===== src/rtl/pps_pkg.sv =====
package pps_pkg;

  // ----------------------------------------------------------------------
  // Rails, slots and field layouts
  // ----------------------------------------------------------------------
  localparam int unsigned NUM_RAILS = 8;
  localparam int unsigned SLOT_W = 4;
  localparam int unsigned IVL_W = 6;
  // Rail order in every rail vector, bit index
  localparam int unsigned RAIL_BUCK1 = 7;
  localparam int unsigned RAIL_BUCK2 = 6;
  localparam int unsigned RAIL_BUCK3 = 5;
  localparam int unsigned RAIL_BUCK4 = 4;
  localparam int unsigned RAIL_LDO2 = 3;
  localparam int unsigned RAIL_LOAD_SWITCH_RAIL = 2;
  localparam int unsigned RAIL_LDOB = 1;
  localparam int unsigned RAIL_LDOC = 0;
  // Delayed shutdown starts from this interval
  localparam logic [5:0] DELAY_START_IVL = 6'h3C;
  localparam logic [3:0] SLOT_ZERO = 4'h0;
  localparam logic [5:0] IVL_ZERO = 6'h00;

  // ----------------------------------------------------------------------
  // Reset values
  // ----------------------------------------------------------------------
  localparam logic RST_DELAY_EN = 1'h0;
  localparam logic RST_STYLE = 1'h0;
  localparam logic RST_DISCHG = 1'h1;
  localparam logic [4:0] RST_ADDR = 5'h09;
  localparam logic RST_ILIM = 1'h0;
  localparam logic RST_PAIR = 1'h0;
  localparam logic RST_KEY_MODE = 1'h0;
  localparam logic RST_AUX_ON = 1'h0;
  localparam logic RST_AUX_POL = 1'h1;
  localparam logic RST_AUX_SEL = 1'h0;
  localparam logic [6:0] RST_AUX_MASK = 7'h07;
  localparam logic [31:0] RST_SLOTS = 32'h3231_04AB;

  // ----------------------------------------------------------------------
  // Timing
  // ----------------------------------------------------------------------
  localparam int unsigned CLK_HZ = 25_000_000;
  localparam int unsigned DEBOUNCE_US = 50;
  localparam int unsigned DEBOUNCE_CYC = DEBOUNCE_US * (CLK_HZ / 1_000_000);
  localparam int unsigned IVL_US = 500;
  localparam int unsigned IVL_CYC = IVL_US * (CLK_HZ / 1_000_000);

  // ----------------------------------------------------------------------
  // Carrier for the configuration fields
  // ----------------------------------------------------------------------
  typedef struct packed {
    logic shutdown_delay_enable;
    logic shutdown_style_select;
    logic switch_discharge_enable;
    logic [4:0] bus_target_address_bits;
    logic ldo_current_limit_select;
    logic buck_pair_a_parallel;
    logic buck_pair_b_parallel;
    logic power_key_trigger_mode;
    logic aux_enable_function_on;
    logic aux_enable_polarity;
    logic aux_enable_pin_select;
    logic [6:0] aux_enable_rail_mask;
    logic [31:0] rail_off_slot_number;
  } pps_cfg_t;

  localparam int unsigned CFG_W = $bits(pps_cfg_t);

  typedef enum logic [1:0] {
    ST_OFF,
    ST_ON,
    ST_SEQ_OFF
  } pps_state_t;

endpackage : pps_pkg


===== src/rtl/pps_power_sequence_control.sv =====
`timescale 1ns/1ns
// Functional notes
// - Delay bit counts only with style zero
// - No delay: start at highest enabled slot
// - Delay: count down from interval sixty
// - Key shutdown: style picks ordered or instant
// - Aux pin shutdown is always ordered
// - Discharge bit drives switch discharge, resets one
// - Five address bits, reset 01001
// - Current limit bit selects 300 or 550mA
// - Pair A parallels buck1/3, buck3 ignored
// - Pair B parallels buck2/4, buck4 ignored
// - Pair bits sampled only at supply start
// - Level mode: high key starts up
// - Edge mode: debounced fall toggles on/off
// - Aux function bit gates pin over mask
// - Aux polarity bit picks active level
// - Select picks switch or LDO2 pin
// - Seven-bit rail mask, reset 0000111
// - Four-bit off slot per rail
module pps_power_sequence_control #(
  parameter int unsigned DEBOUNCE_CYCLES = pps_pkg::DEBOUNCE_CYC,
  parameter int unsigned INTERVAL_CYCLES = pps_pkg::IVL_CYC
) (
  // Clock and reset (reset = start-up from the input supply)
  input wire logic clk_sys_in,
  input wire logic srst_in,
  // Configuration write port, whole image loaded at once
  input wire logic cfg_wr_in,
  input wire pps_pkg::pps_cfg_t cfg_in,
  // Pins from outside
  input wire logic power_key_pin_in,
  input wire logic switch_output_pin_in,
  input wire logic ldo2_pin_in,
  // Host rail enables
  input wire logic [7:0] rail_enable_in,
  // Status and rail control
  output pps_pkg::pps_cfg_t cfg_out,
  output logic [7:0] rail_on_out,
  output logic switch_discharge_out,
  output logic ldo_b_current_limit_select_out,
  output logic ldo_c_current_limit_select_out,
  output logic [4:0] bus_target_address_out,
  output logic buck_pair_a_out,
  output logic buck_pair_b_out,
  output logic powered_out
);

  // --------------------------------------------------------------------
  // Configuration registers
  // --------------------------------------------------------------------
  pps_pkg::pps_cfg_t cfg;
  pps_pkg::pps_cfg_t rst_cfg;
  pps_pkg::pps_cfg_t next_cfg;
  logic pair_a;
  logic pair_b;

  assign rst_cfg = '{
    shutdown_delay_enable: pps_pkg::RST_DELAY_EN,
    shutdown_style_select: pps_pkg::RST_STYLE,
    switch_discharge_enable: pps_pkg::RST_DISCHG,
    bus_target_address_bits: pps_pkg::RST_ADDR,
    ldo_current_limit_select: pps_pkg::RST_ILIM,
    buck_pair_a_parallel: pps_pkg::RST_PAIR,
    buck_pair_b_parallel: pps_pkg::RST_PAIR,
    power_key_trigger_mode: pps_pkg::RST_KEY_MODE,
    aux_enable_function_on: pps_pkg::RST_AUX_ON,
    aux_enable_polarity: pps_pkg::RST_AUX_POL,
    aux_enable_pin_select: pps_pkg::RST_AUX_SEL,
    aux_enable_rail_mask: pps_pkg::RST_AUX_MASK,
    rail_off_slot_number: pps_pkg::RST_SLOTS
  };
  assign next_cfg = cfg_wr_in ? cfg_in : cfg;

  // Supply start restores defaults
  always_ff @(posedge clk_sys_in) begin
    if (srst_in) begin
      cfg <= rst_cfg;
    end else begin
      cfg <= next_cfg;
    end
  end

  // Pairing is latched on the first cycle after supply start only; later
  // writes land in the register image but never reach the converters
  logic pair_armed;
  always_ff @(posedge clk_sys_in) begin
    if (srst_in) begin
      pair_armed <= 1'b1;
      pair_a <= pps_pkg::RST_PAIR;
      pair_b <= pps_pkg::RST_PAIR;
    end else if (pair_armed) begin
      pair_armed <= 1'b0;
      pair_a <= cfg.buck_pair_a_parallel;
      pair_b <= cfg.buck_pair_b_parallel;
    end
  end

  // --------------------------------------------------------------------
  // Pin synchronisers: change counts once stages two and three agree
  // --------------------------------------------------------------------
  logic [2:0] key_sync;
  logic [2:0] sw_sync;
  logic [2:0] l2_sync;
  logic key_lvl;
  logic sw_lvl;
  logic l2_lvl;
  always_ff @(posedge clk_sys_in) begin
    if (srst_in) begin
      key_sync <= 3'h0;
      sw_sync <= 3'h0;
      l2_sync <= 3'h0;
      key_lvl <= 1'b0;
      sw_lvl <= 1'b0;
      l2_lvl <= 1'b0;
    end else begin
      key_sync <= {key_sync[1:0], power_key_pin_in};
      sw_sync <= {sw_sync[1:0], switch_output_pin_in};
      l2_sync <= {l2_sync[1:0], ldo2_pin_in};
      if (key_sync[1] == key_sync[2]) key_lvl <= key_sync[2];
      if (sw_sync[1] == sw_sync[2]) sw_lvl <= sw_sync[2];
      if (l2_sync[1] == l2_sync[2]) l2_lvl <= l2_sync[2];
    end
  end

  // --------------------------------------------------------------------
  // Power key: falling edge, then debounce wait
  // --------------------------------------------------------------------
  logic key_prev;
  logic [31:0] deb_cnt;
  logic deb_busy;
  logic key_fall;
  logic key_toggle;
  assign key_fall = key_prev & ~key_lvl;
  assign key_toggle = deb_busy && deb_cnt == 32'h0000_0001;
  always_ff @(posedge clk_sys_in) begin
    if (srst_in) begin
      key_prev <= 1'b0;
      deb_cnt <= 32'h0;
      deb_busy <= 1'b0;
    end else begin
      key_prev <= key_lvl;
      if (key_fall && !deb_busy && cfg.power_key_trigger_mode) begin
        deb_busy <= 1'b1;
        deb_cnt <= DEBOUNCE_CYCLES;
      end else if (deb_busy) begin
        deb_cnt <= deb_cnt - 32'h1;
        if (deb_cnt == 32'h0000_0001) deb_busy <= 1'b0;
      end
    end
  end

  // --------------------------------------------------------------------
  // Aux enable pin decode
  // --------------------------------------------------------------------
  logic aux_raw;
  logic aux_active;
  logic [7:0] aux_mask8;
  assign aux_raw = cfg.aux_enable_pin_select ? l2_lvl : sw_lvl;
  // Pin level equal to polarity means rails on
  assign aux_active = ~(aux_raw ^ cfg.aux_enable_polarity);
  // LDO2 never follows the aux pin, so its mask bit is zero
  assign aux_mask8 = cfg.aux_enable_function_on ?
    {cfg.aux_enable_rail_mask[6:3], 1'b0, cfg.aux_enable_rail_mask[2:0]}
    : 8'h00;

  // --------------------------------------------------------------------
  // Key-driven state machine and interval ticker
  // --------------------------------------------------------------------
  pps_pkg::pps_state_t state;
  pps_pkg::pps_state_t next_state;
  logic [31:0] tick_cnt;
  logic tick;
  logic [5:0] ivl;
  logic [5:0] start_ivl;
  logic [5:0] max_slot;
  logic [7:0] eff_en;
  logic key_on_req;
  logic key_off_req;
  logic aux_was_active;
  logic aux_off_start;
  logic [7:0] aux_seq;
  logic [7:0] next_rail;
  logic [7:0] off_due;
  logic instant_off;
  logic use_delay;

  // Buck 3 and 4 follow their partner when paired
  assign eff_en = {rail_enable_in[7:6],
    pair_a ? rail_enable_in[7] : rail_enable_in[5],
    pair_b ? rail_enable_in[6] : rail_enable_in[4],
    rail_enable_in[3:0]};

  assign tick = tick_cnt == 32'h0;
  assign key_on_req = cfg.power_key_trigger_mode ? key_toggle
    : key_lvl;
  assign key_off_req = cfg.power_key_trigger_mode ? key_toggle : ~key_lvl;
  // Delay bit honoured only under ordered style
  assign use_delay = cfg.shutdown_delay_enable &
    ~cfg.shutdown_style_select;
  assign instant_off = cfg.shutdown_style_select;
  assign start_ivl = use_delay ? pps_pkg::DELAY_START_IVL : max_slot;
  assign aux_off_start = aux_was_active & ~aux_active & |aux_mask8;

  // Highest off slot among enabled rails
  always_comb begin
    max_slot = pps_pkg::IVL_ZERO;
    for (int i = 0; i < 8; i++) begin
      if (eff_en[i] && {2'b00, cfg.rail_off_slot_number[i*4 +: 4]} >
          max_slot) begin
        max_slot = {2'b00, cfg.rail_off_slot_number[i*4 +: 4]};
      end
    end
  end

  // Rails whose own slot is at or above the running interval
  always_comb begin
    off_due = 8'h00;
    for (int i = 0; i < 8; i++) begin
      off_due[i] = {2'b00, cfg.rail_off_slot_number[i*4 +: 4]} >= ivl;
    end
  end

  always_comb begin
    next_state = state;
    next_rail = rail_on_out;
    case (state)
      pps_pkg::ST_OFF: begin
        if (key_on_req) begin
          next_state = pps_pkg::ST_ON;
          next_rail = eff_en;
        end
      end
      pps_pkg::ST_ON: begin
        next_rail = eff_en & (~aux_mask8 | {8{aux_active}});
        if (key_off_req) begin
          if (instant_off) begin
            next_state = pps_pkg::ST_OFF;
            next_rail = 8'h00;
          end else begin
            next_state = pps_pkg::ST_SEQ_OFF;
          end
        end else if (aux_off_start) begin
          // Aux shutdown stays ordered whatever the style bit
          next_rail = rail_on_out;
        end else if (aux_seq != 8'h00 && tick) begin
          next_rail = rail_on_out & ~(aux_seq & off_due);
        end else if (aux_seq != 8'h00) begin
          next_rail = rail_on_out;
        end
      end
      pps_pkg::ST_SEQ_OFF: begin
        if (tick) begin
          next_rail = rail_on_out & ~off_due;
          if (ivl == pps_pkg::IVL_ZERO) begin
            next_state = pps_pkg::ST_OFF;
            next_rail = 8'h00;
          end
        end
      end
      default: begin
        next_state = pps_pkg::ST_OFF;
        next_rail = 8'h00;
      end
    endcase
  end

  // Interval counter, shared by key and aux shutdowns
  always_ff @(posedge clk_sys_in) begin
    if (srst_in) begin
      state <= pps_pkg::ST_OFF;
      rail_on_out <= 8'h00;
      tick_cnt <= 32'h0;
      ivl <= pps_pkg::IVL_ZERO;
      aux_was_active <= 1'b0;
      aux_seq <= 8'h00;
    end else begin
      state <= next_state;
      rail_on_out <= next_rail;
      aux_was_active <= aux_active;
      tick_cnt <= tick ? INTERVAL_CYCLES - 32'h1 : tick_cnt - 32'h1;
      if ((state == pps_pkg::ST_ON && key_off_req && !instant_off) ||
          (state == pps_pkg::ST_ON && aux_off_start)) begin
        ivl <= start_ivl;
        tick_cnt <= INTERVAL_CYCLES - 32'h1;
      end else if (tick && ivl != pps_pkg::IVL_ZERO) begin
        ivl <= ivl - 6'h01;
      end
      if (state == pps_pkg::ST_ON && aux_off_start) begin
        aux_seq <= aux_mask8 & rail_on_out;
      end else if (aux_active || state != pps_pkg::ST_ON ||
                   (tick && ivl == pps_pkg::IVL_ZERO)) begin
        aux_seq <= 8'h00;
      end
    end
  end

  // --------------------------------------------------------------------
  // Registered configuration outputs
  // --------------------------------------------------------------------
  always_ff @(posedge clk_sys_in) begin
    if (srst_in) begin
      cfg_out <= rst_cfg;
      switch_discharge_out <= pps_pkg::RST_DISCHG;
      ldo_b_current_limit_select_out <= pps_pkg::RST_ILIM;
      ldo_c_current_limit_select_out <= pps_pkg::RST_ILIM;
      bus_target_address_out <= pps_pkg::RST_ADDR;
      buck_pair_a_out <= pps_pkg::RST_PAIR;
      buck_pair_b_out <= pps_pkg::RST_PAIR;
      powered_out <= 1'b0;
    end else begin
      cfg_out <= cfg;
      switch_discharge_out <= cfg.switch_discharge_enable;
      ldo_b_current_limit_select_out <= cfg.ldo_current_limit_select;
      ldo_c_current_limit_select_out <= cfg.ldo_current_limit_select;
      bus_target_address_out <= cfg.bus_target_address_bits;
      buck_pair_a_out <= pair_a;
      buck_pair_b_out <= pair_b;
      powered_out <= state != pps_pkg::ST_OFF;
    end
  end

  // --------------------------------------------------------------------
  // Checks
  // --------------------------------------------------------------------
  property p_instant_off;
    @(posedge clk_sys_in) disable iff (srst_in)
    (state == pps_pkg::ST_ON && key_off_req && instant_off) |=>
      (rail_on_out == 8'h00);
  endproperty
  a_instant_off: assert property (p_instant_off)
    else $error("instant shutdown left a rail on");

  property p_delay_start;
    @(posedge clk_sys_in) disable iff (srst_in)
    (state == pps_pkg::ST_ON && key_off_req && !instant_off && use_delay)
      |=> (ivl == pps_pkg::DELAY_START_IVL);
  endproperty
  a_delay_start: assert property (p_delay_start)
    else $error("delayed shutdown did not start at interval sixty");

  property p_style_kills_delay;
    @(posedge clk_sys_in) disable iff (srst_in)
    cfg.shutdown_style_select |-> !use_delay;
  endproperty
  a_style_kills_delay: assert property (p_style_kills_delay)
    else $error("delay active under instant style");

  property p_pair_hold;
    @(posedge clk_sys_in) disable iff (srst_in)
    !pair_armed |=> $stable(pair_a) && $stable(pair_b);
  endproperty
  a_pair_hold: assert property (p_pair_hold)
    else $error("pairing changed after start-up");

  property p_aux_off;
    @(posedge clk_sys_in) disable iff (srst_in)
    !cfg.aux_enable_function_on |-> aux_mask8 == 8'h00;
  endproperty
  a_aux_off: assert property (p_aux_off)
    else $error("aux pin acts while disabled");

  property p_level_on;
    @(posedge clk_sys_in) disable iff (srst_in)
    (state == pps_pkg::ST_OFF && !cfg.power_key_trigger_mode && key_lvl)
      |=> powered_out == 1'b0 ##1 powered_out;
  endproperty
  a_level_on: assert property (p_level_on)
    else $error("level key did not start up");

  property p_debounce;
    @(posedge clk_sys_in) disable iff (srst_in)
    $rose(deb_busy) |-> !key_toggle;
  endproperty
  a_debounce: assert property (p_debounce)
    else $error("key acted before debounce");

  property p_discharge;
    @(posedge clk_sys_in) disable iff (srst_in)
    1'b1 |=> switch_discharge_out == $past(cfg.switch_discharge_enable);
  endproperty
  a_discharge: assert property (p_discharge)
    else $error("discharge output does not follow its bit");

endmodule : pps_power_sequence_control


===== config.mk =====
export PLATFORM = sky130hd
export DESIGN_NAME = pps_power_sequence_control
export DESIGN_NICKNAME = d
export VERILOG_FILES = /design/src/rtl/pps_pkg.sv /design/src/rtl/pps_power_sequence_control.sv
export SDC_FILE = /design/constraint.sdc
export NUM_CORES = 1
export LEC_CHECK = 0
export BUFFER_PORTS_ARGS = -buffer_cell sky130_fd_sc_hd__buf_2
export CAP_MARGIN = 25
export CORE_MARGIN = 2
export CORE_UTILIZATION = 58
export CTS_CLUSTER_DIAMETER = 120
export DETAILED_ROUTE_END_ITERATION = 10
export GPL_ROUTABILITY_DRIVEN = 0
export HOLD_SLACK_MARGIN = 0.15
export PLACE_DENSITY = 0.84
export SYNTH_ARGS = -nofsm -noshare
export SYNTH_HDL_FRONTEND = slang
export SYNTH_SLANG_ARGS = --single-unit
export TNS_END_PERCENT = 100

===== constraint.sdc =====
create_clock -name clk_sys_in -period 14.38 [get_ports clk_sys_in]
set_input_delay 2.876 -clock clk_sys_in [delete_from_list [all_inputs] [get_ports clk_sys_in]]
set_output_delay 2.876 -clock clk_sys_in [all_outputs]
set_load 0.02 [all_outputs]

==> flow_summary.yaml <==
placement:
  detailedPlace.worstSlack_ns: 0.338
  postPlaceCellArea_um2: 11200
  numPortBuffers: 140
  hpwlAfterDp_mm: 17.9
setup_path:
  critPathRequiredTime_ns: 14.78
  crit_path_max_incr_delay_ns: 0.47
  critPathMostFrequentCell: "sky130_fd_sc_hd__ha_1"
  worstPathArrival_ns: 13.96
  timing.critical_path.from_type: "input port"
  critical_path.slowest_cell: "sky130_fd_sc_hd__o221ai_2"
  critical_path.max_fanout: 13
  endpoint_kind: "register"
  path_class: "in2reg"
timing:
  post-route-worst-setup-slack_ns: 0.825
  report.final.hold_viol_count: 0
  slew_headroom: 0.252
  fin_crit_sh: 0.943
  worst_clock_skew_ns: 0.0118
  worst_slew_pin_slew_ns: 1.12
  grt_setup_unrepaired: "false"
  timing.setup.tns_ns: 0
  period_minus_slack_ns: 13.55
  final-max-slew-violation-count: 0
  achievable-frequency_mhz: 73.8
  setup_violations: 0
power_and_ir_drop:
  internal-power_mw: 1.24
  power.leakage_nw: 5.05
  peakVddDrop_mv: 0.105
  power_mw: 1.84
  cellPowerDensity_nw_per_um2: 154
  pwr-share-comb: 0.281
  netSwitchingFraction: 0.326
  power.sequential.fraction: 0.393
  sw_pwr_uw: 600
  pwr-share-clk: 0.326
route:
  wirelength_mm: 25.6
  dr.first_iter.drc_count: 719
  avgViaCountPerCell: 5.90
  detailroute.via_count: 9009
  drt-pass1-iter-count: 7
  drt.antenna.violating_nets: 0
  drc: 0
  post_drt_wl_per_cell_um: 16.8
grt:
  grt_use_total: 0.269
  grt_pass1_wl_mm: 41.1
  antenna_violations_before_repair: 0
  grt_pass1_vias: 8403
  globalRouteOverflowTotal: 0
  grt_max_degree: 82
outcome:
  run_status: "finished clean"
layout:
  final_area_um2: 11900
  layout.nets: 1412
  n_antenna_cell: 0
  multi_input_area_um2: 5620
  num-fill-cells: 1356
  proportion_of_layout_cells_with_a_drive_suffix_above_1: 0.170
  register_area_um2: 4320
  layout-area-overhead-vs-synth_pct: 15.2
logic_synthesis:
  syn_avg_cell_area_um2: 8.88
  yosys-top-cells-count: "sky130_fd_sc_hd__dfxtp_1 (216), sky130_fd_sc_hd__nor2_1 (144), sky130_fd_sc_hd__nand2_1 (101), sky130_fd_sc_hd__a21oi_1 (72), sky130_fd_sc_hd__ha_1 (56)"
  netlist.top_cell.by_area: "sky130_fd_sc_hd__dfxtp_1"
  post-synth-top-count-cell: "sky130_fd_sc_hd__dfxtp_1"
  synthArstFlopShare: 0
  synth.lib_cells_used.distinct: 81
  synth_top_flop_cell: "sky130_fd_sc_hd__dfxtp_1"
  synth_edf_count: 0
  syn-cell-area_um2: 10400
  synth_warnings: 0
  yosys_register_bits: 216
  synth_top_area_frac: 0.417
  post_synth_inst_count: 1167
  synth_fp_nets: 1291
  seq_area_frac_synth: 0.417
  largest_cells_by_area_after_synthesis: "sky130_fd_sc_hd__dfxtp_1 (42%), sky130_fd_sc_hd__ha_1 (6.8%), sky130_fd_sc_hd__mux2i_1 (5.2%), sky130_fd_sc_hd__nor2_1 (5.2%), sky130_fd_sc_hd__nand2_1 (3.7%)"
floorplan:
  fp.dieArea_um2: 18900
  initial_utilization: 0.597
  number_of_top_level_pins: 141
  std_cell_rows: 48
  floorplan.core_area_um2: 17400
  dieHeight_um: 138
  die_width_um: 138
clock_network:
  clk_transition_reported_paths_ns: 0.06
  cts_made_buffers: 23
  htreeDepth: 1
  tritoncts_clock_tree: "yes"
  clockBufferDepth: 3
  cts_num_sinks: 216
  hold_buffers: 0
  cts_setup_buffers: 0
  clkLatencyLatePin_ns: 0.52
  cts-root-buf: "sky130_fd_sc_hd__clkbuf_16"
hold_path:
  holdCritPathClass: "reg2reg"
flow_run:
  cap_viol_max_count: 0
state kept, by name, indices dropped and copies added, names as in the netlist, 2 cells and up:
register                count
key_sync                    3
l2_sync                     3
aux_seq                     7
sw_sync                     3
cfg                        53
ivl                         6
deb_cnt                    32
tick_cnt                   32
cfg_out                    47
bus_target_address_out      5
state                       2
rail_on_out                 8
logic make-up after synthesis:
family / count (synthesis) / share of synthesized area
fa+ha+maj: 57 / 0.0687
buf+inv: 101 / 0.0401
compound gates: 255 / 0.168
mux: 58 / 0.0569
simple gates: 426 / 0.203
xor+xnor: 54 / 0.0457
flops: 216 / 0.417
routing by layer:
metal / vias up / GRT usage / part of all wire
met2: 381 / 0.443 / 0.46
li1: 4372 / - / -
met4: 0 / 0.102 / 0.030
met5: - / 0 / 0
met3: 72 / 0.0486 / 0.081
met1: 4184 / 0.353 / 0.43
stage by stage:
| step | std cells | util | hold slack (ns) |
|---|---|---|---|
| 5_1_grt | 1526 | 0.687 | 0.458 |
| 2_1_floorplan | 1167 | - | 0.414 |
| 4_1_cts | 1526 | 0.687 | 0.441 |
| 3_5_place_dp | 1488 | 0.643 | 0.427 |
| 6_report | 1526 | 0.687 | 0.437 |
| 3_3_place_gp | 1488 | 0.643 | 0.421 |
power by group through the flow:
| stage | Combinational [mW] | Clock [mW] | Sequential (mW) |
|---|---|---|---|
| 6_report | 0.516 | 0.599 | 0.722 |
| 5_1_grt | 0.576 | 0.632 | 0.728 |
| 4_1_cts | 0.507 | 0.609 | 0.720 |
| 3_5_place_dp | 0.499 | 0 | 0.732 |
| 3_3_place_gp | 0.479 | 0 | 0.729 |
| 2_1_floorplan | 0.385 | 0 | 0.724 |
worst paths after layout:
path                         start                    end  slack [ns]  cells after the start
max reg2reg    cfg[1]$_SDFFE_PP1P_    ivl[2]$_SDFFE_PP0P_        2.95                     52
min reg2reg  sw_sync[0]$_SDFF_PP0_  sw_sync[1]$_SDFF_PP0_        0.44                      1
min          sw_sync[0]$_SDFF_PP0_  sw_sync[1]$_SDFF_PP0_        0.44                      1
max              rail_enable_in[0]    ivl[2]$_SDFFE_PP0P_        0.83                     53
critical path: cells and delay by family:
kind            cells  cell delay (ns)
simple gates       11             1.84
compound gates     28             5.92
mux                 3             0.77
fa+ha+maj           7             2.09
buf+inv             4             0.47
what timing repair did:
action / in CTS / in global routing
gates resized for setup: 0 / 1
endpoints found under the hold margin: 0 / 0
endpoints found under the setup margin: 0 / 4
layout by cell type (no fill, tap or decap), drive strengths merged, types with 19 or more instances in the layout:
cell    Yosys  routed
xnor2      37      37
nor2b      42      42
a21o       21      21
nor2      144     144
nand3      19      19
mux2i      54      54
buf        13     145
o21ai      44      44
inv        52      53
dfxtp     216     216
a21oi      74      74
nand2     102     102
nor3       22      22
clkbuf     36      32
ha         56      56
final cells by class:
type / instances / area share
clock buffers: 32 / 0.0544
flip-flops and latches: 216 / 0.362
multi-input cells: 850 / 0.471
inverters: 52 / 0.0164
well taps: 225 / 0.0236
clock inverters: 6 / 0.00934
repair buffers: 145 / 0.0623
No activity file was read; power rests on OpenSTA's default activity.
